## config.mk

```make
export PLATFORM = sky130hd
export DESIGN_NAME = dpalu_core
export DESIGN_NICKNAME = d
export VERILOG_FILES = /design/src/inc/dpalu_pkg.sv /design/src/design/dpalu_core.sv
export SDC_FILE = /design/constraint.sdc
export NUM_CORES = 1
export LEC_CHECK = 0
export BUFFER_PORTS_ARGS = -buffer_cell sky130_fd_sc_hd__buf_4
export CAP_MARGIN = 20
export CORE_MARGIN = 8
export CORE_UTILIZATION = 56
export CTS_CLUSTER_DIAMETER = 80
export DETAILED_ROUTE_END_ITERATION = 8
export PLACE_DENSITY = 0.92
export RECOVER_POWER = 100
export SETUP_SLACK_MARGIN = 0.5
export SYNTH_ARGS = -nofsm -noshare
export SYNTH_HDL_FRONTEND = slang
export SYNTH_SLANG_ARGS = --single-unit
export TNS_END_PERCENT = 30
```

## constraint.sdc

```tcl
create_clock -name clock -period 6.58 [get_ports clock]
set_input_delay 0.329 -clock clock [delete_from_list [all_inputs] [get_ports clock]]
set_output_delay 0.329 -clock clock [all_outputs]
set_load 0.03 [all_outputs]
```

## src/inc/dpalu_pkg.sv

```systemverilog
// Purpose: constants for the data-processing ALU
// Assumes: 32-bit instruction word, one clock
// Notes: flags sit in the top nibble of the status word
package dpalu_pkg;
  localparam int COND_HI = 31;
  localparam int COND_LO = 28;
  localparam int CLS_HI = 27;
  localparam int CLS_LO = 26;
  localparam int IMM_BIT = 25;
  localparam int OP_HI = 24;
  localparam int OP_LO = 21;
  localparam int S_BIT = 20;
  localparam int RN_HI = 19;
  localparam int RN_LO = 16;
  localparam int RD_HI = 15;
  localparam int RD_LO = 12;
  localparam int SH_HI = 11;
  localparam int SH_LO = 4;
  localparam int RM_HI = 3;
  localparam int RM_LO = 0;
  localparam int ROT_HI = 11;
  localparam int ROT_LO = 8;
  localparam int BYTE_HI = 7;
  localparam int BYTE_LO = 0;
  localparam int FN = 31;
  localparam int FZ = 30;
  localparam int FC = 29;
  localparam int FV = 28;
  localparam logic [1:0] CLS_DP = 2'h0;
  localparam logic [3:0] PC_IDX = 4'hF;
  localparam logic [7:0] SH_LSL0 = 8'h00;
  localparam logic [3:0] ROT_NONE = 4'h0;
  localparam logic [3:0] OP_AND = 4'h0;
  localparam logic [3:0] OP_XOR = 4'h1;
  localparam logic [3:0] OP_SUB = 4'h2;
  localparam logic [3:0] OP_RSUB = 4'h3;
  localparam logic [3:0] OP_ADD = 4'h4;
  localparam logic [3:0] OP_ADC = 4'h5;
  localparam logic [3:0] OP_SBC = 4'h6;
  localparam logic [3:0] OP_RSBC = 4'h7;
  localparam logic [3:0] OP_TAND = 4'h8;
  localparam logic [3:0] OP_TXOR = 4'h9;
  localparam logic [3:0] OP_CMPS = 4'hA;
  localparam logic [3:0] OP_CMPA = 4'hB;
  localparam logic [3:0] OP_IOR = 4'hC;
  localparam logic [3:0] OP_MOVE = 4'hD;
  localparam logic [3:0] OP_BCLR = 4'hE;
  localparam logic [3:0] OP_MINV = 4'hF;
  localparam logic [3:0] RA_PSW = 4'h0;
  localparam logic [3:0] RA_RES = 4'h4;
  localparam logic [3:0] RA_CNT = 4'h8;
  localparam logic [31:0] PSW_RST = 32'h0000_0000;
endpackage : dpalu_pkg

```

## src/design/dpalu_core.sv

```systemverilog
// Purpose: data-processing instruction execute stage
// Assumes: operands arrive in the cycle of instr_valid
// Notes: results and flags show one cycle later
`timescale 1ns/1ns
module dpalu_core #(
  parameter int CNT_W = 16
) (
  input wire logic clock,
  input wire logic rst,
  input wire logic instr_valid,
  input wire logic [31:0] instr_word,
  input wire logic [31:0] first_operand,
  input wire logic [31:0] shifted_operand,
  input wire logic shifter_carry,
  input wire logic [31:0] saved_status_word,
  input wire logic [3:0] reg_addr,
  input wire logic [31:0] reg_wdata,
  input wire logic reg_write,
  input wire logic reg_read,
  output logic [31:0] reg_rdata,
  output logic result_valid,
  output logic [31:0] result_data,
  output logic dest_write,
  output logic [3:0] dest_index,
  output logic pc_write,
  output logic status_restored,
  output logic [31:0] program_status_word
);
  typedef struct packed {
    logic [31:0] psw;
    logic [31:0] res;
    logic [31:0] rdata;
    logic [CNT_W-1:0] cnt;
    logic [3:0] didx;
    logic rvalid;
    logic dwe;
    logic pcwe;
    logic rest;
    logic fupd;
  } dpalu_state_t;

  dpalu_state_t st;
  dpalu_state_t next_st;

  // --------------------------------------------------
  // Decode helpers
  // --------------------------------------------------
  // Predicate test against flags n z c v
  function automatic logic dpalu_pass(input logic [3:0] c,
                                      input logic [3:0] f);
    logic n, z, cy, v;
    n = f[3];
    z = f[2];
    cy = f[1];
    v = f[0];
    unique case (c)
      4'h0: dpalu_pass = z;
      4'h1: dpalu_pass = !z;
      4'h2: dpalu_pass = cy;
      4'h3: dpalu_pass = !cy;
      4'h4: dpalu_pass = n;
      4'h5: dpalu_pass = !n;
      4'h6: dpalu_pass = v;
      4'h7: dpalu_pass = !v;
      4'h8: dpalu_pass = cy && !z;
      4'h9: dpalu_pass = !cy || z;
      4'hA: dpalu_pass = n == v;
      4'hB: dpalu_pass = n != v;
      4'hC: dpalu_pass = !z && (n == v);
      4'hD: dpalu_pass = z || (n != v);
      4'hE: dpalu_pass = 1'b1;
      default: dpalu_pass = 1'b0;
    endcase
  endfunction : dpalu_pass

  // Opcodes that only set flags
  function automatic logic dpalu_is_test(input logic [3:0] o);
    dpalu_is_test = o inside {dpalu_pkg::OP_TAND, dpalu_pkg::OP_TXOR,
                              dpalu_pkg::OP_CMPS, dpalu_pkg::OP_CMPA};
  endfunction : dpalu_is_test

  // Opcodes of the arithmetic class
  function automatic logic dpalu_is_arith(input logic [3:0] o);
    dpalu_is_arith = o inside {dpalu_pkg::OP_SUB, dpalu_pkg::OP_RSUB,
                               dpalu_pkg::OP_ADD, dpalu_pkg::OP_ADC,
                               dpalu_pkg::OP_SBC, dpalu_pkg::OP_RSBC,
                               dpalu_pkg::OP_CMPS, dpalu_pkg::OP_CMPA};
  endfunction : dpalu_is_arith

  // --------------------------------------------------
  // Field extraction
  // --------------------------------------------------
  logic [3:0] f_cond;
  logic [1:0] f_cls;
  logic f_imm;
  logic [3:0] f_op;
  logic f_s;
  logic [3:0] f_rd;
  logic [7:0] f_shift;
  logic [3:0] f_rot;
  logic [7:0] f_byte;
  logic [3:0] flags;

  // Fixed instruction layout
  assign f_cond = instr_word[dpalu_pkg::COND_HI:dpalu_pkg::COND_LO];
  assign f_cls = instr_word[dpalu_pkg::CLS_HI:dpalu_pkg::CLS_LO];
  assign f_imm = instr_word[dpalu_pkg::IMM_BIT];
  assign f_op = instr_word[dpalu_pkg::OP_HI:dpalu_pkg::OP_LO];
  assign f_s = instr_word[dpalu_pkg::S_BIT];
  assign f_rd = instr_word[dpalu_pkg::RD_HI:dpalu_pkg::RD_LO];
  assign f_shift = instr_word[dpalu_pkg::SH_HI:dpalu_pkg::SH_LO];
  assign f_rot = instr_word[dpalu_pkg::ROT_HI:dpalu_pkg::ROT_LO];
  assign f_byte = instr_word[dpalu_pkg::BYTE_HI:dpalu_pkg::BYTE_LO];
  assign flags = st.psw[dpalu_pkg::FN:dpalu_pkg::FV];

  // --------------------------------------------------
  // Operands and adder
  // --------------------------------------------------
  logic exec;
  logic [31:0] imm_val;
  logic [31:0] op1;
  logic [31:0] op2;
  logic sh_c;
  logic [31:0] ax;
  logic [31:0] bx;
  logic cin;
  logic [32:0] sum;
  logic ovf;
  logic [31:0] res;
  logic arith;

  // Execute only a passing data-processing word
  assign exec = instr_valid && (f_cls == dpalu_pkg::CLS_DP)
                && dpalu_pass(f_cond, flags);
  // Byte rotated right by twice the field
  assign imm_val = ({24'h0, f_byte} >> {f_rot, 1'b0})
                 | ({24'h0, f_byte} << (6'h20 - {1'b0, f_rot, 1'b0}));
  assign op1 = first_operand;
  assign op2 = f_imm ? imm_val : shifted_operand;
  // Shifter carry; LEFT_LOGICAL_SHIFT 0 and unrotated immediates keep C
  always_comb begin
    if (f_imm) begin
      sh_c = (f_rot == dpalu_pkg::ROT_NONE) ? st.psw[dpalu_pkg::FC] : imm_val[31];
    end else begin
      sh_c = (f_shift == dpalu_pkg::SH_LSL0) ? st.psw[dpalu_pkg::FC] : shifter_carry;
    end
  end

  // Adder inputs per opcode
  always_comb begin
    ax = op1;
    bx = op2;
    cin = 1'b0;
    unique case (f_op)
      dpalu_pkg::OP_SUB, dpalu_pkg::OP_CMPS: begin
        bx = ~op2;
        cin = 1'b1;
      end
      dpalu_pkg::OP_RSUB: begin
        ax = op2;
        bx = ~op1;
        cin = 1'b1;
      end
      dpalu_pkg::OP_ADC: cin = st.psw[dpalu_pkg::FC];
      dpalu_pkg::OP_SBC: begin
        bx = ~op2;
        cin = st.psw[dpalu_pkg::FC];
      end
      dpalu_pkg::OP_RSBC: begin
        ax = op2;
        bx = ~op1;
        cin = st.psw[dpalu_pkg::FC];
      end
      default: cin = 1'b0;
    endcase
  end
  // Single 33-bit adder for both views
  assign sum = {1'b0, ax} + {1'b0, bx} + {32'h0, cin};
  assign ovf = (ax[31] == bx[31]) && (sum[31] != ax[31]);
  assign arith = dpalu_is_arith(f_op);

  // Result selection
  always_comb begin
    unique case (f_op)
      dpalu_pkg::OP_AND, dpalu_pkg::OP_TAND: res = op1 & op2;
      dpalu_pkg::OP_XOR, dpalu_pkg::OP_TXOR: res = op1 ^ op2;
      dpalu_pkg::OP_IOR: res = op1 | op2;
      dpalu_pkg::OP_MOVE: res = op2;
      dpalu_pkg::OP_BCLR: res = op1 & ~op2;
      dpalu_pkg::OP_MINV: res = ~op2;
      default: res = sum[31:0];
    endcase
  end

  // --------------------------------------------------
  // Next state
  // --------------------------------------------------
  always_comb begin
    next_st = st;
    next_st.rvalid = 1'b0;
    next_st.dwe = 1'b0;
    next_st.pcwe = 1'b0;
    next_st.rest = 1'b0;
    next_st.fupd = 1'b0;
    next_st.rdata = 32'h0;
    // Software write first, hardware overrides
    if (reg_write && reg_addr == dpalu_pkg::RA_PSW) begin
      next_st.psw = reg_wdata;
    end
    if (exec) begin
      next_st.rvalid = 1'b1;
      next_st.res = res;
      next_st.didx = f_rd;
      next_st.cnt = st.cnt + 1'b1;
      next_st.dwe = !dpalu_is_test(f_op);
      next_st.pcwe = !dpalu_is_test(f_op) && (f_rd == dpalu_pkg::PC_IDX);
      if (f_s && f_rd == dpalu_pkg::PC_IDX) begin
        next_st.psw = saved_status_word;
        next_st.rest = 1'b1;
      end else if (f_s) begin
        // Flag update discards a same-cycle software write wholly
        next_st.psw = st.psw;
        next_st.fupd = 1'b1;
        next_st.psw[dpalu_pkg::FN] = res[31];
        next_st.psw[dpalu_pkg::FZ] = (res == 32'h0);
        next_st.psw[dpalu_pkg::FC] = arith ? sum[32] : sh_c;
        next_st.psw[dpalu_pkg::FV] = arith ? ovf : st.psw[dpalu_pkg::FV];
      end
    end
    // Register read, data next cycle
    if (reg_read) begin
      unique case (reg_addr)
        dpalu_pkg::RA_PSW: next_st.rdata = st.psw;
        dpalu_pkg::RA_RES: next_st.rdata = st.res;
        dpalu_pkg::RA_CNT: next_st.rdata = 32'(st.cnt);
        default: next_st.rdata = 32'h0;
      endcase
    end
  end

  // State register
  always_ff @(posedge clock) begin
    if (rst) begin
      st <= '{psw: dpalu_pkg::PSW_RST, default: '0};
    end else begin
      st <= next_st;
    end
  end

  // Outputs straight from the state flops
  assign reg_rdata = st.rdata;
  assign result_valid = st.rvalid;
  assign result_data = st.res;
  assign dest_write = st.dwe;
  assign dest_index = st.didx;
  assign pc_write = st.pcwe;
  assign status_restored = st.rest;
  assign program_status_word = st.psw;

  // --------------------------------------------------
  // Checks
  // --------------------------------------------------
  chk_pred_fail_idle: assert property (@(posedge clock) disable iff (rst)
    instr_valid && !dpalu_pass(f_cond, flags) && !reg_write
    |=> !result_valid && !dest_write && $stable(program_status_word))
    else $error("failed predicate had an effect");
  chk_test_no_write: assert property (@(posedge clock) disable iff (rst)
    exec && dpalu_is_test(f_op) |=> result_valid && !dest_write && !pc_write)
    else $error("test op wrote destination");
  chk_s_clear_keep: assert property (@(posedge clock) disable iff (rst)
    exec && !f_s && !reg_write |=> $stable(program_status_word))
    else $error("flags changed without update bit");
  chk_flag_nz_res: assert property (@(posedge clock) disable iff (rst)
    st.fupd |-> program_status_word[dpalu_pkg::FZ] == (result_data == 32'h0)
    && program_status_word[dpalu_pkg::FN] == result_data[31])
    else $error("zero or negative flag wrong");
  chk_logic_v_keep: assert property (@(posedge clock) disable iff (rst)
    exec && f_s && !arith && f_rd != dpalu_pkg::PC_IDX
    |=> program_status_word[dpalu_pkg::FV] == $past(st.psw[dpalu_pkg::FV]))
    else $error("logical op changed overflow");
  chk_move_reg_op: assert property (@(posedge clock) disable iff (rst)
    exec && !f_imm && f_op == dpalu_pkg::OP_MOVE
    |=> result_data == $past(shifted_operand))
    else $error("move did not pass shifted register");
  chk_pc_restore: assert property (@(posedge clock) disable iff (rst)
    exec && f_s && f_rd == dpalu_pkg::PC_IDX
    |=> status_restored && program_status_word == $past(saved_status_word))
    else $error("status word not restored");
  chk_sub_borrow: assert property (@(posedge clock) disable iff (rst)
    exec && f_s && f_op == dpalu_pkg::OP_SUB && f_rd != dpalu_pkg::PC_IDX
    |=> program_status_word[dpalu_pkg::FC]
        == ($past(op1) >= $past(op2)))
    else $error("subtract carry is not no-borrow");
  chk_add_result: assert property (@(posedge clock) disable iff (rst)
    exec && f_op == dpalu_pkg::OP_ADD
    |=> result_data == $past(op1) + $past(op2))
    else $error("add result wrong");
  chk_adc_result: assert property (@(posedge clock) disable iff (rst)
    exec && f_op == dpalu_pkg::OP_ADC
    |=> result_data == $past(op1) + $past(op2) + 32'($past(st.psw[dpalu_pkg::FC])))
    else $error("add with carry result wrong");
  chk_sbc_result: assert property (@(posedge clock) disable iff (rst)
    exec && f_op == dpalu_pkg::OP_SBC
    |=> result_data == $past(op1) - $past(op2) - 32'(!$past(st.psw[dpalu_pkg::FC])))
    else $error("subtract with carry result wrong");
  chk_rsub_result: assert property (@(posedge clock) disable iff (rst)
    exec && f_op == dpalu_pkg::OP_RSUB |=> result_data == $past(op2) - $past(op1))
    else $error("reverse subtract result wrong");

  // Field decode and refusal of other classes
  chk_dest_index: assert property (@(posedge clock) disable iff (rst)
    exec |=> result_valid && dest_index == $past(f_rd))
    else $error("destination index not taken from the word");
  chk_bad_class_idle: assert property (@(posedge clock) disable iff (rst)
    instr_valid && f_cls != dpalu_pkg::CLS_DP |=> !result_valid)
    else $error("other instruction class executed");

  // Logical results
  chk_and_result: assert property (@(posedge clock) disable iff (rst)
    exec && f_op == dpalu_pkg::OP_AND |=> result_data == ($past(op1) & $past(op2)))
    else $error("and result wrong");
  chk_ior_result: assert property (@(posedge clock) disable iff (rst)
    exec && f_op == dpalu_pkg::OP_IOR |=> result_data == ($past(op1) | $past(op2)))
    else $error("inclusive or result wrong");
  chk_bclr_result: assert property (@(posedge clock) disable iff (rst)
    exec && f_op == dpalu_pkg::OP_BCLR |=> result_data == ($past(op1) & ~$past(op2)))
    else $error("bit clear result wrong");
  chk_minv_result: assert property (@(posedge clock) disable iff (rst)
    exec && f_op == dpalu_pkg::OP_MINV |=> result_data == ~$past(op2))
    else $error("inverted move result wrong");
  chk_xor_first_op: assert property (@(posedge clock) disable iff (rst)
    exec && f_op == dpalu_pkg::OP_XOR
    |=> result_data == ($past(first_operand) ^ $past(op2)))
    else $error("first operand not from source register");

  // Arithmetic flags
  chk_add_carry: assert property (@(posedge clock) disable iff (rst)
    exec && f_s && f_op == dpalu_pkg::OP_ADD && f_rd != dpalu_pkg::PC_IDX
    |=> program_status_word[dpalu_pkg::FC]
        == (33'($past(op1)) + 33'($past(op2)) > 33'h0_FFFF_FFFF))
    else $error("add carry is not carry out");
  chk_add_ovf: assert property (@(posedge clock) disable iff (rst)
    exec && f_s && f_op == dpalu_pkg::OP_ADD && f_rd != dpalu_pkg::PC_IDX
    |=> program_status_word[dpalu_pkg::FV]
        == ($past(op1[31]) == $past(op2[31]) && result_data[31] != $past(op1[31])))
    else $error("add overflow wrong");
  chk_test_sets_flags: assert property (@(posedge clock) disable iff (rst)
    exec && f_s && dpalu_is_test(f_op) && f_rd != dpalu_pkg::PC_IDX |=> st.fupd)
    else $error("test op did not set flags");

  // Immediate operand and shifter carry
  chk_imm_rotate: assert property (@(posedge clock) disable iff (rst)
    exec && f_imm && f_op == dpalu_pkg::OP_MOVE
    |=> result_data == ((32'($past(f_byte)) >> (2 * $past(f_rot)))
        | (32'($past(f_byte)) << (32 - 2 * $past(f_rot)))))
    else $error("immediate not rotated by twice the field");
  chk_logic_c_shift: assert property (@(posedge clock) disable iff (rst)
    exec && f_s && !arith && !f_imm && f_shift != dpalu_pkg::SH_LSL0
    && f_rd != dpalu_pkg::PC_IDX
    |=> program_status_word[dpalu_pkg::FC] == $past(shifter_carry))
    else $error("logical carry not from shifter");
  chk_lsl0_c_keep: assert property (@(posedge clock) disable iff (rst)
    exec && f_s && !arith && !f_imm && f_shift == dpalu_pkg::SH_LSL0
    && f_rd != dpalu_pkg::PC_IDX
    |=> program_status_word[dpalu_pkg::FC] == $past(st.psw[dpalu_pkg::FC]))
    else $error("zero shift changed carry");

  // Destination 15 handling
  chk_pc_write: assert property (@(posedge clock) disable iff (rst)
    exec && !dpalu_is_test(f_op) && f_rd == dpalu_pkg::PC_IDX |=> pc_write && dest_write)
    else $error("result not sent to program counter");
  chk_pc_no_flags: assert property (@(posedge clock) disable iff (rst)
    exec && f_s && f_rd == dpalu_pkg::PC_IDX |=> !st.fupd)
    else $error("flags applied with destination 15");
endmodule : dpalu_core

```

==> Word-level counts from Yosys, hierarchy flattened <==
Index checks and enable logic that the tools add are counted.
{ "op_classes": {"eq_ne": 40, "bitwise": 9, "add_sub_neg": 4, "muxes": 20, "n_reduce_logical": 33, "shift": 2} }
{ "ops": {"columns": ["op", "count"], "rows": [
  ["32-bit one-hot mux with 6 select lines", 1],
  ["32-bit 2-to-1 mux", 5],
  ["32-bit one-hot mux with 3 select lines", 1],
  ["4-bit == test, second input constant", 17],
  ["32-bit AND", 2],
  ["64-bit 2-to-1 mux", 1],
  ["32-bit NOT", 2],
  ["32-bit OR", 2],
  ["32-bit one-hot mux with 2 select lines", 1],
  ["4-bit by 3-bit == test with 1-bit output, second input constant", 9],
  ["32-bit by 32-bit adder with 33-bit output", 1],
  ["33-bit by 1-bit adder with 33-bit output", 1],
  ["32-bit logical NOT", 1],
  ["8-bit by 6-bit << shifter with 32-bit output", 1],
  ["8-bit by 5-bit >> shifter with 32-bit output", 1],
  ["32-bit bitwise XOR", 1],
  ["16-bit by 1-bit adder with 16-bit output, second input constant", 1],
  ["4-bit by 2-bit == test with 1-bit output, second input constant", 4],
  ["4-bit logical NOT", 4],
  ["1-bit one-hot mux with 15 select lines", 1],
  ["6-bit by 5-bit != test with 1-bit output, second input constant", 2],
  ["2-bit OR reduction", 5],
  ["3-bit OR reduction", 3],
  ["4-bit by 1-bit == test with 1-bit output, second input constant", 2],
  ["17 further kinds", 39]
]} }
{ "word_totals": {"ff_bits": 120, "in_bits": 170, "out_inout_bits": 104} }

==> Logic depth before layout (Yosys ltp) <==
Gate-level depths: netlist (run 1).
{ "depth": {"word_depth": 14, "depth_mapped": 25} }

==> Least setup slack after synthesis (run 1) <==
No wires, ideal clock.
{ "synth_timing": {"path_kind": "input-to-reg", "from": "input instr_word[8]", "to": "register st, in the netlist program_status_word[30]", "setup_ns": 0.059, "path_stages": 24, "arrival_time_ns": 5.453, "setup_slack_ns": 1.068, "required_time_ns": 6.521, "path_cell_list": "buf_4 buf_4 inv_2 ha_1 clkbuf_1 buf_2 buf_2 nor4_1 a211oi_1 mux2_2 a21oi_1 fa_1 inv_1 fa_1 a211oi_1 o31ai_1 o21ai_0 o21ai_0 xor2_1 a221o_1 or4b_1 nor4_2 nand4_1 nand2_1"} }
{ "synth_via": {"elab_chain_len": 13, "elab_cells_between_ends": 19, "cone_classes": "3 x add/sub; 2 x shift; 7 x mux; 6 x bitwise; 1 x reduce/logical"} }
{ "synth_lines": {"columns": ["item", "line", "text"], "rows": [
  ["start, declared", "dpalu_core.sv:11", "input wire logic [31:0] instr_word,"],
  ["6-bit by 5-bit subtractor with 6-bit output", "dpalu_core.sv:137", "| ({24'h0, f_byte} << (6'h20 - {1'b0, f_rot, 1'b0}));"],
  ["8-bit by 6-bit << shifter with 32-bit output", "dpalu_core.sv:137", null],
  ["32-bit OR *", "dpalu_core.sv:137", null],
  ["32-bit 2-to-1 mux *", "dpalu_core.sv:139", "assign op2 = f_imm ? imm_val : shifted_operand;"],
  ["32-bit NOT", null, null],
  ["32-bit one-hot mux with 2 select lines", "dpalu_core.sv:154", "unique case (f_op)"],
  ["32-bit by 32-bit adder with 33-bit output", "dpalu_core.sv:178", "assign sum = {1'b0, ax} + {1'b0, bx} + {32'h0, cin};"],
  ["33-bit by 1-bit adder with 33-bit output", "dpalu_core.sv:178", null],
  ["32-bit one-hot mux with 6 select lines *", "dpalu_core.sv:184", "unique case (f_op)"],
  ["32-bit logical NOT *", "dpalu_core.sv:225", "next_st.psw[dpalu_pkg::FZ] = (res == 32'h0);"],
  ["32-bit 2-to-1 mux *", "dpalu_core.sv:220", "end else if (f_s) begin"],
  ["32-bit 2-to-1 mux *", "dpalu_core.sv:217", "if (f_s && f_rd == dpalu_pkg::PC_IDX) begin"],
  ["64-bit 2-to-1 mux *", "dpalu_core.sv:210", "if (exec) begin"],
  ["end signal, assigned", "dpalu_core.sv:246", "st <= next_st;"],
  ["end, declared", "dpalu_core.sv:42", "dpalu_state_t st;"]
]} }
Every way passes the cells marked *; elsewhere a longest branch is shown, timed or not. The select of a mux whose other input is x is not followed.
A chain may end at the register's enable or synchronous reset.

==> Worst setup path in the final report (run 1) <==
{ "layout_timing": {"from": "input instr_word[9]", "to": "register st, in the netlist program_status_word[30]"} }
The elaborated chain is that of the path after synthesis.

==> results of run 1 <==
==> cells by family (layout without fill, tap and decap cells) <==
group | after synthesis | in the layout
AOI/OAI and AO/OA | 517 | 517
xor gates and xnor gates | 41 | 41
adders and majority gates | 67 | 67
buffers and inverters | 275 | 391
DFF | 120 | 120
muxes | 103 | 103
and+or+nand+nor | 494 | 494
==> power by group through the flow <==
stage / clock network, mW / registers (mW) / logic, mW
floorplan: 0 / 0.763 / 0.654
global placement: 0 / 0.767 / 0.943
detailed placement: 0 / 0.768 / 0.961
CTS: 0.944 / 0.753 / 0.968
global route: 0.979 / 0.754 / 1.06
finish: 0.945 / 0.753 / 0.991
==> critical path: cells and delay by family <==
| family | cells | cell delay (ns) |
|---|---|---|
| AOI/OAI and AO/OA | 6 | 1.79 |
| adders and majority gates | 3 | 1.38 |
| and+or+nand+nor | 6 | 1.30 |
| buffers and inverters | 4 | 0.85 |
| muxes | 1 | 0.42 |
| xor gates and xnor gates | 1 | 0.18 |
==> routing by layer <==
metal / track usage / up-vias / routed length [um] / share of wire
met5: 0 / - / 0 / 0
met2: 0.541 / 955 / 20900 / 0.45
li1: - / 6023 / - / -
met1: 0.404 / 6242 / 17400 / 0.38
met4: 0.170 / 0 / 2640 / 0.057
met3: 0.0620 / 209 / 5110 / 0.11
==> flip-flops by register name, indices dropped and copies added (netlist names) <==
register	count
result_valid	1
dest_write	1
dest_index	4
st	16
reg_rdata	32
pc_write	1
result_data	32
status_restored	1
program_status_word	32
==> worst max path at each step <==
stage / startpoint / end / slack, ns
after global placement: instr_word[8] / program_status_word[30]$_SDFF_PP0_ / 0.75
final: instr_word[9] / program_status_word[30]$_SDFF_PP0_ / 0.65
after floorplan: instr_word[8] / program_status_word[30]$_SDFF_PP0_ / 1.07
after global routing: program_status_word[28]$_SDFFE_PP0P_ / program_status_word[15]$_SDFFE_PP0P_ / 0.31
after CTS: instr_word[9] / program_status_word[30]$_SDFF_PP0_ / 1.02
after detailed placement: instr_word[8] / program_status_word[30]$_SDFF_PP0_ / 0.65
==> final cells by class <==
type	count	area (um2)	area share
repair buffers	302	1860	0.137
multi-input cells	1222	8110	0.599
well taps	275	344	0.0254
clock inverters	14	164	0.0121
flip-flops and latches	120	2400	0.178
inverters	57	214	0.0158
clock buffers	18	439	0.0325
==> stage by stage <==
step                setup slack, ns  hold WS [ns]  std cells  power [mW]  utilization
floorplan                      1.07         0.446       1617        1.42            -
global placement              0.751         0.459       1973        1.71        0.636
detailed placement            0.651         0.462       1973        1.73        0.636
CTS                            1.02         0.175       2005        2.66        0.665
global route                  0.306         0.192       2008        2.79        0.646
finish                        0.651         0.190       2008        2.69        0.646
==> placed cells by master, fill, tap and decap left out, drive strengths merged, types with 6 or more instances in the layout <==
cell type | synthesis | layout
o21ai | 117 | 117
nand2b | 17 | 17
o32ai | 9 | 9
nand3 | 31 | 31
a22oi | 74 | 74
a21o | 13 | 13
nor2 | 140 | 140
nand4 | 13 | 13
nor4 | 9 | 9
o21a | 11 | 11
nand2 | 168 | 168
o211ai | 20 | 20
a41oi | 7 | 7
xor2 | 24 | 24
buf | 129 | 191
mux2i | 92 | 92
clkbuf | 89 | 129
a31oi | 11 | 11
o31ai | 6 | 6
ha | 65 | 65
and2 | 11 | 11
a211oi | 33 | 33
o21bai | 6 | 6
o221ai | 9 | 9
nor3 | 25 | 25
xnor2 | 17 | 17
nor3b | 6 | 6
inv | 57 | 64
a21oi | 127 | 127
nor2b | 22 | 22
and4 | 7 | 7
and3 | 19 | 19
mux2 | 10 | 10
or3 | 7 | 7
dfxtp | 120 | 120
==> results_dict.tcl, run 1 <==
set metrics [dict create \
    drt_iter0_markers 1951 \
    worst-path-max-fanout 17 \
    cp.required_ns 6.93 \
    overflow 0 \
    seq_power_share 0.280 \
    clock-root-buffer "clkbuf_16" \
    synth-async-reset-ratio 0 \
    die_h_um 162 \
    dieArea_mm2 0.0262 \
    wl_per_cell_um 23.0 \
    avgSynthCellArea_um2 7.38 \
    syn2layout_area_growth_pct 13.5 \
    post_cts_resized 0 \
    skew_ns 0.00742 \
    cp_slowest_stage_delay_ns 0.69 \
    outcome "finished, violations left" \
    syn-num-nets 1854 \
    timing.rr.end "program_status_word[15]$_SDFFE_PP0P_" \
    synth_edf_count 0 \
    leakagePower_nw 5.52 \
    clock_latency_ns 0.41 \
    post-dp-hpwl_um 33500 \
    setup.worst_path.class "in -> reg" \
    synth_most_common_cell "nand2_1" \
    synth_top_family_by_area "compound AO/OA/AOI/OAI gates" \
    clkTransAtPathRegs_ns 0.06 \
    holdPathStages 3 \
    cts_tree "done" \
    synth-seq-area-share 0.201 \
    hold_viol 0 \
    max_freq_mhz 169 \
    synth-xor-area-share 0.0307 \
    worst_pin_slew_ns 4.14 \
    drc 0 \
    r2r_cells 12 \
    numCtsBuffers 17 \
    synth-compound-area-share 0.291 \
    synth_simple_gate_area_frac 0.196 \
    grt_max_degree 90 \
    synthTopCellsByCount "nand2_1, nor2_1, a21oi_1, dfxtp_1, o21ai_0" \
    drive_above_1_share 0.151 \
    placed_cell_area_mm2 0.0133 \
    arrival_ns 6.28 \
    vias 13400 \
    ir_drop_v 0.000178 \
    ys_ff_latch 120 \
    antenna_found_initial 1 \
    yosys.area.top_type "dfxtp_1" \
    grt_pass1_wl_um 70000 \
    synth_top_area_share 0.201 \
    core-area_mm2 0.0210 \
    ys.flop_type "dfxtp_1" \
    path_cells "clkbuf_1 > inv_1 > ha_1 > nor4_1 > a211oi_1 > mux2_2 > a21oi_1 > fa_1 > inv_1 > fa_1 > a211oi_1 > o31ai_1 > o21ai_0 > xor2_1 > o221ai_1 > nor3_1 > buf_4 > nand4_1 > nor4_1 > nand4_1 > nand2_1" \
    setup_viol 0 \
    fp.dieW_um 162 \
    cts_buffer_depth 2 \
    ys_types 91 \
    cts_sinks 120 \
    switching_power_mw 0.994 \
    wl_um 46100 \
    synth_area_mm2 0.0119 \
    io_pins 274 \
    grt_pass1_vias 12600 \
    ys_warn_count 0 \
    reg2reg_from "program_status_word[28]$_SDFFE_PP0P_" \
    comb_power_share 0.368 \
    slowest_stage "ha_1" \
    endpoint_kind "flip-flop" \
    postCtsHoldBufs 0 \
    fin_crit_ns 5.93 \
    p_int_mw 1.69 \
    antennaDiodeCount 0 \
    hold_path_class "in -> reg" \
    p_per_area_mw_per_mm2 199 \
    port_buffers 269 \
    syn-instance-count 1617 \
    fillers 1855 \
    grt.total_usage 0.329 \
    row_count 53 \
    initial_utilization 0.569 \
    dr.pass1.iters 6 \
    slew_viol_final 127 \
    p_clk_frac 0.351 \
    synth_fa_ha_area_frac 0.0715 \
    worstHoldStart "reg_wdata[10]" \
    maxSlewHeadroom -1.76 \
    p_sw_frac 0.370 \
    fin_nets 1957 \
    final_cell_area_mm2 0.0135 \
    violations "capacitance limit, slew limit" \
    drtAntennaViolNets 0 \
    hold_path_end "program_status_word[10]$_SDFFE_PP0P_" \
    setup-tns-final_ns 0 \
    rsz0062_at_grt "false" \
    cap_violations 2 \
    ys_top_cells_by_area "dfxtp_1, mux2i_1, ha_1" \
    r2r_setup_slack_ns 0.70 \
    min_period_over_period 0.901 \
    muxShareOfSynthArea 0.0889 \
    postCtsSetupBuffers 0 \
    crit_path_start_kind "input pin" \
    via_per_inst 6.69 \
    h-tree-depth 4 \
    gp_congestion 1.03 \
]
(Power assumes the default switching activity.)
==> run 2, diff against run 1 <==
ABC_AREA = 1   (was default)
CORE_UTILIZATION = 57   (was 56)
PLACE_DENSITY = 0.93   (was 0.92)
TNS_END_PERCENT = default   (was 30)
==> run 2 against run 1 <==
The flow still finishes with violations (capacitance limit, slew limit); die area rose by 4.4%; sequential cell count did not move; sequential share of layout area fell by 0.88 points; core utilization rose by 0.46 points; first-iteration DRC count rose by 4.3%; routed wire length rose by 13%; worst hold slack got worse by 0.0049 ns; area after synthesis rose by 6.7%; sequential power barely moved; via count rose by 16%; cell count rose by 30%; critical endpoint is now program_status_word[29]$_SDFFE_PP0P_.
==> results_dict.tcl, run 2 <==
set metrics [dict create \
    outcome "finished, violations left" \
    violations "capacitance limit, slew limit" \
    crit_buf_inv 2 \
    p_sw_frac 0.398 \
    cts_tree "done" \
    via_per_inst 5.96 \
    fin_crit_ns 5.11 \
    drtAntennaViolNets 0 \
    hold_viol 0 \
    drt_iter0_markers 2034 \
    final_cell_mix "nand2_1, inv_1, nand3_1" \
    cp_common_cell "nand2_1" \
    rsz0062_at_grt "false" \
    ys_top_cells_by_area "nand2_1, dfxtp_1, inv_1" \
    ys_warn_count 0 \
    cp_slowest_stage_delay_ns 1.16 \
    avgSynthCellArea_um2 5.75 \
    path_cells "xor2_1 > nand2_1 > nand2_1 > nand2_1 > nand4_1 > o21ai_0 > nor2_2 > clkbuf_1 > inv_1 > nor2_1 > nand4_1 > o21ai_0 > a21oi_1" \
    worst-path-max-fanout 34 \
    syn-instance-count 2214 \
    synth-seq-area-share 0.189 \
    synth-compound-area-share 0.182 \
    final_cell_area_mm2 0.0142 \
    clkTransAtPathRegs_ns 0.06 \
    ys_types 50 \
    skew_ns 0.00705 \
    setup.worst_path.class "reg -> reg" \
    slowest_stage "clkbuf_1" \
    synth_fa_ha_area_frac 0.0670 \
    synth_edf_count 0 \
    overflow 0 \
    final_common_cell "nand2_1" \
    fin_nets 2564 \
    post-dp-hpwl_um 40000 \
    max_freq_mhz 196 \
    clock-root-buffer "clkbuf_16" \
    crit_path_start_kind "flip-flop" \
    cap_violations 3 \
    synth-xor-area-share 0.00482 \
    wl_um 52100 \
    switching_power_mw 1.06 \
    dp_slack_ns 1.56 \
    maxSlewHeadroom -0.350 \
    muxShareOfSynthArea 0 \
    grt.total_usage 0.362 \
    syn-num-nets 2451 \
    ys.flop_type "dfxtp_1" \
    synth_top_family_by_area "simple AND/OR/NAND/NOR gates" \
    fin_ws_ns 1.47 \
    synth_simple_gate_area_frac 0.380 \
    synth_top_area_share 0.200 \
    postCtsSetupBuffers 0 \
    gp_congestion 0.974 \
    p_clk_frac 0.329 \
    dieArea_mm2 0.0274 \
    fp.dieW_um 165 \
    vias 15600 \
    row_count 54 \
    critical_path.startpoint "program_status_word[31]$_SDFF_PP0_" \
    seq_power_share 0.285 \
    port_buffers 269 \
    synth-async-reset-ratio 0 \
    cts_buffer_depth 2 \
    io_pins 274 \
    placed_cell_area_mm2 0.0141 \
    wl_per_cell_um 19.9 \
    leakagePower_nw 7.01 \
    synth_area_mm2 0.0127 \
    core-area_mm2 0.0219 \
    worstHoldStart "instr_word[15]" \
    reg2reg_from "program_status_word[31]$_SDFF_PP0_" \
    syn2layout_area_growth_pct 11.8 \
    grt_pass1_vias 14300 \
    drive_above_1_share 0.124 \
    numCtsBuffers 17 \
    dr.pass1.iters 6 \
    p_int_mw 1.59 \
    postCtsHoldBufs 0 \
    clock_latency_ns 0.41 \
    post_cts_resized 0 \
    yosys.area.top_type "nand2_1" \
    endpoint_kind "flip-flop" \
    p_per_area_mw_per_mm2 186 \
    synthTopCellsByCount "nand2_1, inv_1, nand3_1, o21ai_0, nor2_1" \
    hold_path_class "in -> reg" \
    min_period_over_period 0.777 \
    initial_utilization 0.582 \
    antenna_found_initial 0 \
    comb_power_share 0.386 \
    power.total_mw 2.65 \
    worst_pin_slew_ns 2.03 \
    drc 0 \
    die_h_um 165 \
    crit_family "buffers and inverters" \
    setup-tns-final_ns 0 \
    h-tree-depth 4 \
    cts_sinks 120 \
    synth_most_common_cell "nand2_1" \
    cp.required_ns 6.88 \
    ir_drop_v 0.000173 \
    ys_ff_latch 120 \
    slew_viol_final 92 \
    grt_pass1_wl_um 77200 \
    grt_max_degree 76 \
    antennaDiodeCount 0 \
    setup_viol 0 \
    arrival_ns 5.41 \
]
==> run 2: cell types whose count changed after synthesis, moves of 25 or more <==
cell / previous run / this run
nand2_1: 168 / 680
inv_1: 56 / 279
nand3_1: 31 / 209
mux2i_1: 91 / 0
o21ai_0: 117 / 183
a22oi_1: 73 / 16
nand2_2: 0 / 25
==> run 2: worst register-to-register path, stage by stage, from the launching register on <==
cell and delay (ns):
dfxtp_1 0.49, xor2_1 0.29, nand2_1 0.12, nand2_1 0.08, nand2_1 0.05, nand4_1 0.07
o21ai_0 0.64, nor2_2 0.27, clkbuf_1 1.16, inv_1 0.96, nor2_1 0.47, nand4_1 0.17
o21ai_0 0.19, a21oi_1 0.05
==> run 2: cells by family (layout without fill, tap and decap cells) <==
| logic type | count (synthesis) | in the layout |
|---|---|---|
| adders and majority gates | 67 | 67 |
| xor gates and xnor gates | 7 | 7 |
| and+or+nand+nor | 1126 | 1126 |
| buffers and inverters | 484 | 610 |
| AOI/OAI and AO/OA | 410 | 410 |
| DFF | 120 | 120 |
==> run 2: final cells by class <==
cell class / instances / area (um2)
clock buffer: 17 / 425
tap: 280 / 350
fill: 2143 / 7650
inverter: 293 / 1100
sequential: 120 / 2400
multi-input combinational: 1610 / 8070
clock inverter: 15 / 130
timing repair buffer: 285 / 1750
==> run 2: power groups by stage <==
stage	clock (mW)	sequential (mW)	combinational, mW
global placement	0	0.771	0.979
finish	0.871	0.756	1.02
floorplan	0	0.764	0.688
CTS	0.870	0.755	1.01
global route	0.904	0.757	1.12
detailed placement	0	0.771	0.999
==> run 2: layer usage <==
layer / global-route usage / up-vias / wire length, um
li1: - / 7319 / -
met1: 0.432 / 7093 / 19600
met2: 0.589 / 1015 / 23400
met3: 0.0580 / 195 / 5530
met4: 0.248 / 0 / 3630
met5: 0 / - / 0
==> run 2: stage by stage <==
stage,hold slack [ns],util,cells
3_3_place_gp,0.466,0.643,2587
6_report,0.185,0.650,2620
3_5_place_dp,0.469,0.643,2587
4_1_cts,0.177,0.668,2619
5_1_grt,0.193,0.650,2620
2_1_floorplan,0.413,-,2214
==> run 2: path summary, 6_finish.rpt <==
check                                                            end  slack [ns]  cells past startpoint
worst max register to register  program_status_word[29]$_SDFFE_PP0P_        1.47                     13
worst min-delay path                      dest_index[3]$_SDFFE_PP0P_        0.19                      3
worst min register to register              reg_rdata[29]$_SDFF_PP0_        0.48                      2
worst max-delay path            program_status_word[29]$_SDFFE_PP0P_        1.47                     13
==> run 3, diff against run 2 <==
CORE_UTILIZATION = 51   (was 57)
PLACE_DENSITY = 0.88   (was 0.93)
clock period = 4.3 ns   (was 6.58 ns; I/O delays follow)
==> run 3 against run 2 <==
The run still ends with capacitance limit, slew limit left; power rose by 76%; die area is 11% higher; count of clock-buffer cells in the layout grew 4; non-clock buffer count is 82 higher; sequential share of layout area is 1.4 points lower; global-route usage is 1.5 points lower; clock power up 92%; critical endpoint is now reg_rdata[6]$_SDFF_PP0_; worst setup slack lost 0.96 ns; largest power group unchanged; combinational power up 79%; cell count is 5.2% higher; sequential cell count unchanged; sequential power up 53%.
==> results_dict.tcl, run 3 (synthesis gave the netlist of run 2 again) <==
set metrics [dict create \
    worstHoldStart "instr_word[12]" \
    clock-root-buffer "clkbuf_16" \
    dr.pass1.iters 9 \
    max_freq_mhz 264 \
    antenna_found_initial 3 \
    final_cell_mix "nand2_1, inv_1, buf_4" \
    drive_above_1_share 0.201 \
    worst_pin_slew_ns 1.81 \
    skew_ns 0.00772 \
    grt_pass1_vias 15100 \
    clkTransAtPathRegs_ns 0.06 \
    initial_utilization 0.513 \
    reg2reg_from "program_status_word[29]$_SDFFE_PP0P_" \
    grt_pass1_wl_um 84000 \
    cp.required_ns 4.66 \
    vias 16200 \
    endpoint "reg_rdata[6]$_SDFF_PP0_" \
    syn2layout_area_growth_pct 21.8 \
    final_common_cell "nand2_1" \
    wl_um 55400 \
    slew_viol_final 50 \
    arrival_ns 4.15 \
    drc 0 \
    cap_violations 1 \
    ir_drop_v 0.000308 \
    r2r_setup_slack_ns 0.79 \
    setup_viol 0 \
    endpoint_kind "flip-flop" \
    cts_sinks 120 \
    via_per_inst 5.87 \
    setup-tns-final_ns 0 \
    cp_common_cell "inv_1" \
    cts_tree "done" \
    fin_nets 2646 \
    die_h_um 174 \
    leakagePower_nw 7.54 \
    regArea_mm2 0.00240 \
    maxSlewHeadroom -0.208 \
    r2r_cells 14 \
    hold_viol 0 \
    crit_buf_inv 5 \
    p_per_area_mw_per_mm2 301 \
    gp_congestion 0.970 \
    wl_per_cell_um 20.1 \
    fp.dieW_um 174 \
    drt_iter0_markers 2120 \
    min_period_over_period 0.881 \
    multi_input_area_mm2 0.00850 \
    overflow 0 \
    drtAntennaViolNets 0 \
    outcome "finished, violations left" \
    hold_path_class "in -> reg" \
    io_pins 274 \
    setup.worst_path.class "in -> reg" \
    violations "capacitance limit, slew limit" \
    dieArea_mm2 0.0303 \
    worstSetupPathDepth 7 \
    grt_max_degree 50 \
    grt.total_usage 0.347 \
    fin_crit_ns 3.79 \
    worst-path-max-fanout 49 \
    final_cells 2755 \
    holdPathStages 3 \
    rsz0062_at_grt "true" \
    timing.rr.end "program_status_word[28]$_SDFFE_PP0P_" \
    crit_family "buffers and inverters" \
    cp_slowest_stage_delay_ns 1.32 \
    core-area_mm2 0.0248 \
    critical_path.startpoint "rst" \
    numCtsBuffers 17 \
    slowest_stage "clkbuf_1" \
    port_buffers 269 \
    post-dp-hpwl_um 42000 \
    row_count 58 \
    crit_path_start_kind "input pin" \
    dp_cells 2690 \
    cts_buffer_depth 2 \
    fillers 2420 \
    path_cells "clkbuf_2 > inv_1 > clkbuf_1 > nand2_1 > inv_1 > nand2_1 > inv_1" \
    h-tree-depth 4 \
    clock_latency_ns 0.42 \
]
## run 3: final cells by class
| cell class | instances | area share |
|---|---|---|
| inverter | 293 | 0.0714 |
| antenna | 3 | 0.000484 |
| clock inverter | 11 | 0.0140 |
| tap | 330 | 0.0266 |
| multi-input combinational | 1610 | 0.548 |
| sequential | 120 | 0.155 |
| clock buffer | 21 | 0.0303 |
| timing repair buffer | 367 | 0.154 |
## run 3: how the worst min path moves through the flow
| stage | to |
|---|---|
| after CTS | dest_index[0]$_SDFFE_PP0P_ |
| after floorplan | result_valid$_SDFF_PP0_ |
| final | dest_index[0]$_SDFFE_PP0P_ |
| after global placement | reg_rdata[31]$_SDFF_PP0_ |
| after global routing | dest_index[0]$_SDFFE_PP0P_ |
| after detailed placement | reg_rdata[31]$_SDFF_PP0_ |
## run 3: per-layer routing
layer / wire, um / vias up / GRT usage
met2: 24100 / 1025 / 0.546
met5: 0 / - / 0
li1: - / 7494 / -
met4: 3980 / 0 / 0.227
met1: 21700 / 7411 / 0.431
met3: 5690 / 229 / 0.0588
## run 3: repair_timing
action | 4_1_cts | 5_1_grt
endpoints found under the hold margin | 0 | 0
hold buffers | 0 | 0
pin swaps | 0 | 52
gates resized for setup | 1 | 143
setup buffers | 0 | 30
setup endpoints to repair | 1 | 3
## run 3: per-stage QoR
stage | instance area, um2 | power [mW] | utilization | worst slack (ns) | hold WS [ns]
detailed placement | 14600 | 2.80 | 0.587 | 0.100 | 0.469
global placement | 14600 | 2.77 | 0.587 | 0.179 | 0.467
floorplan | 12700 | 2.22 | - | 0.534 | 0.299
CTS | 15300 | 4.45 | 0.615 | 0.510 | 0.0629
global route | 15500 | 4.87 | 0.625 | 0.187 | 0.0833
finish | 15500 | 4.66 | 0.625 | 0.510 | 0.0632
## run 3: report_power, final
part	internal [mW]	leakage, nW	total (mW)	switching [mW]
Combinational	0.674	6.24	1.83	1.16
Sequential	1.13	0.969	1.16	0.0261
Clock	1.13	0.330	1.67	0.531
## run 3: worst reg2reg max path: cells and delay by family (launching register included)
family | cells | cell delay, ns
AO/OA/AOI/OAI | 4 | 0.78
AND/OR/NAND/NOR | 6 | 0.69
buffers and inverters | 4 | 1.43
flip-flops | 1 | 0.53
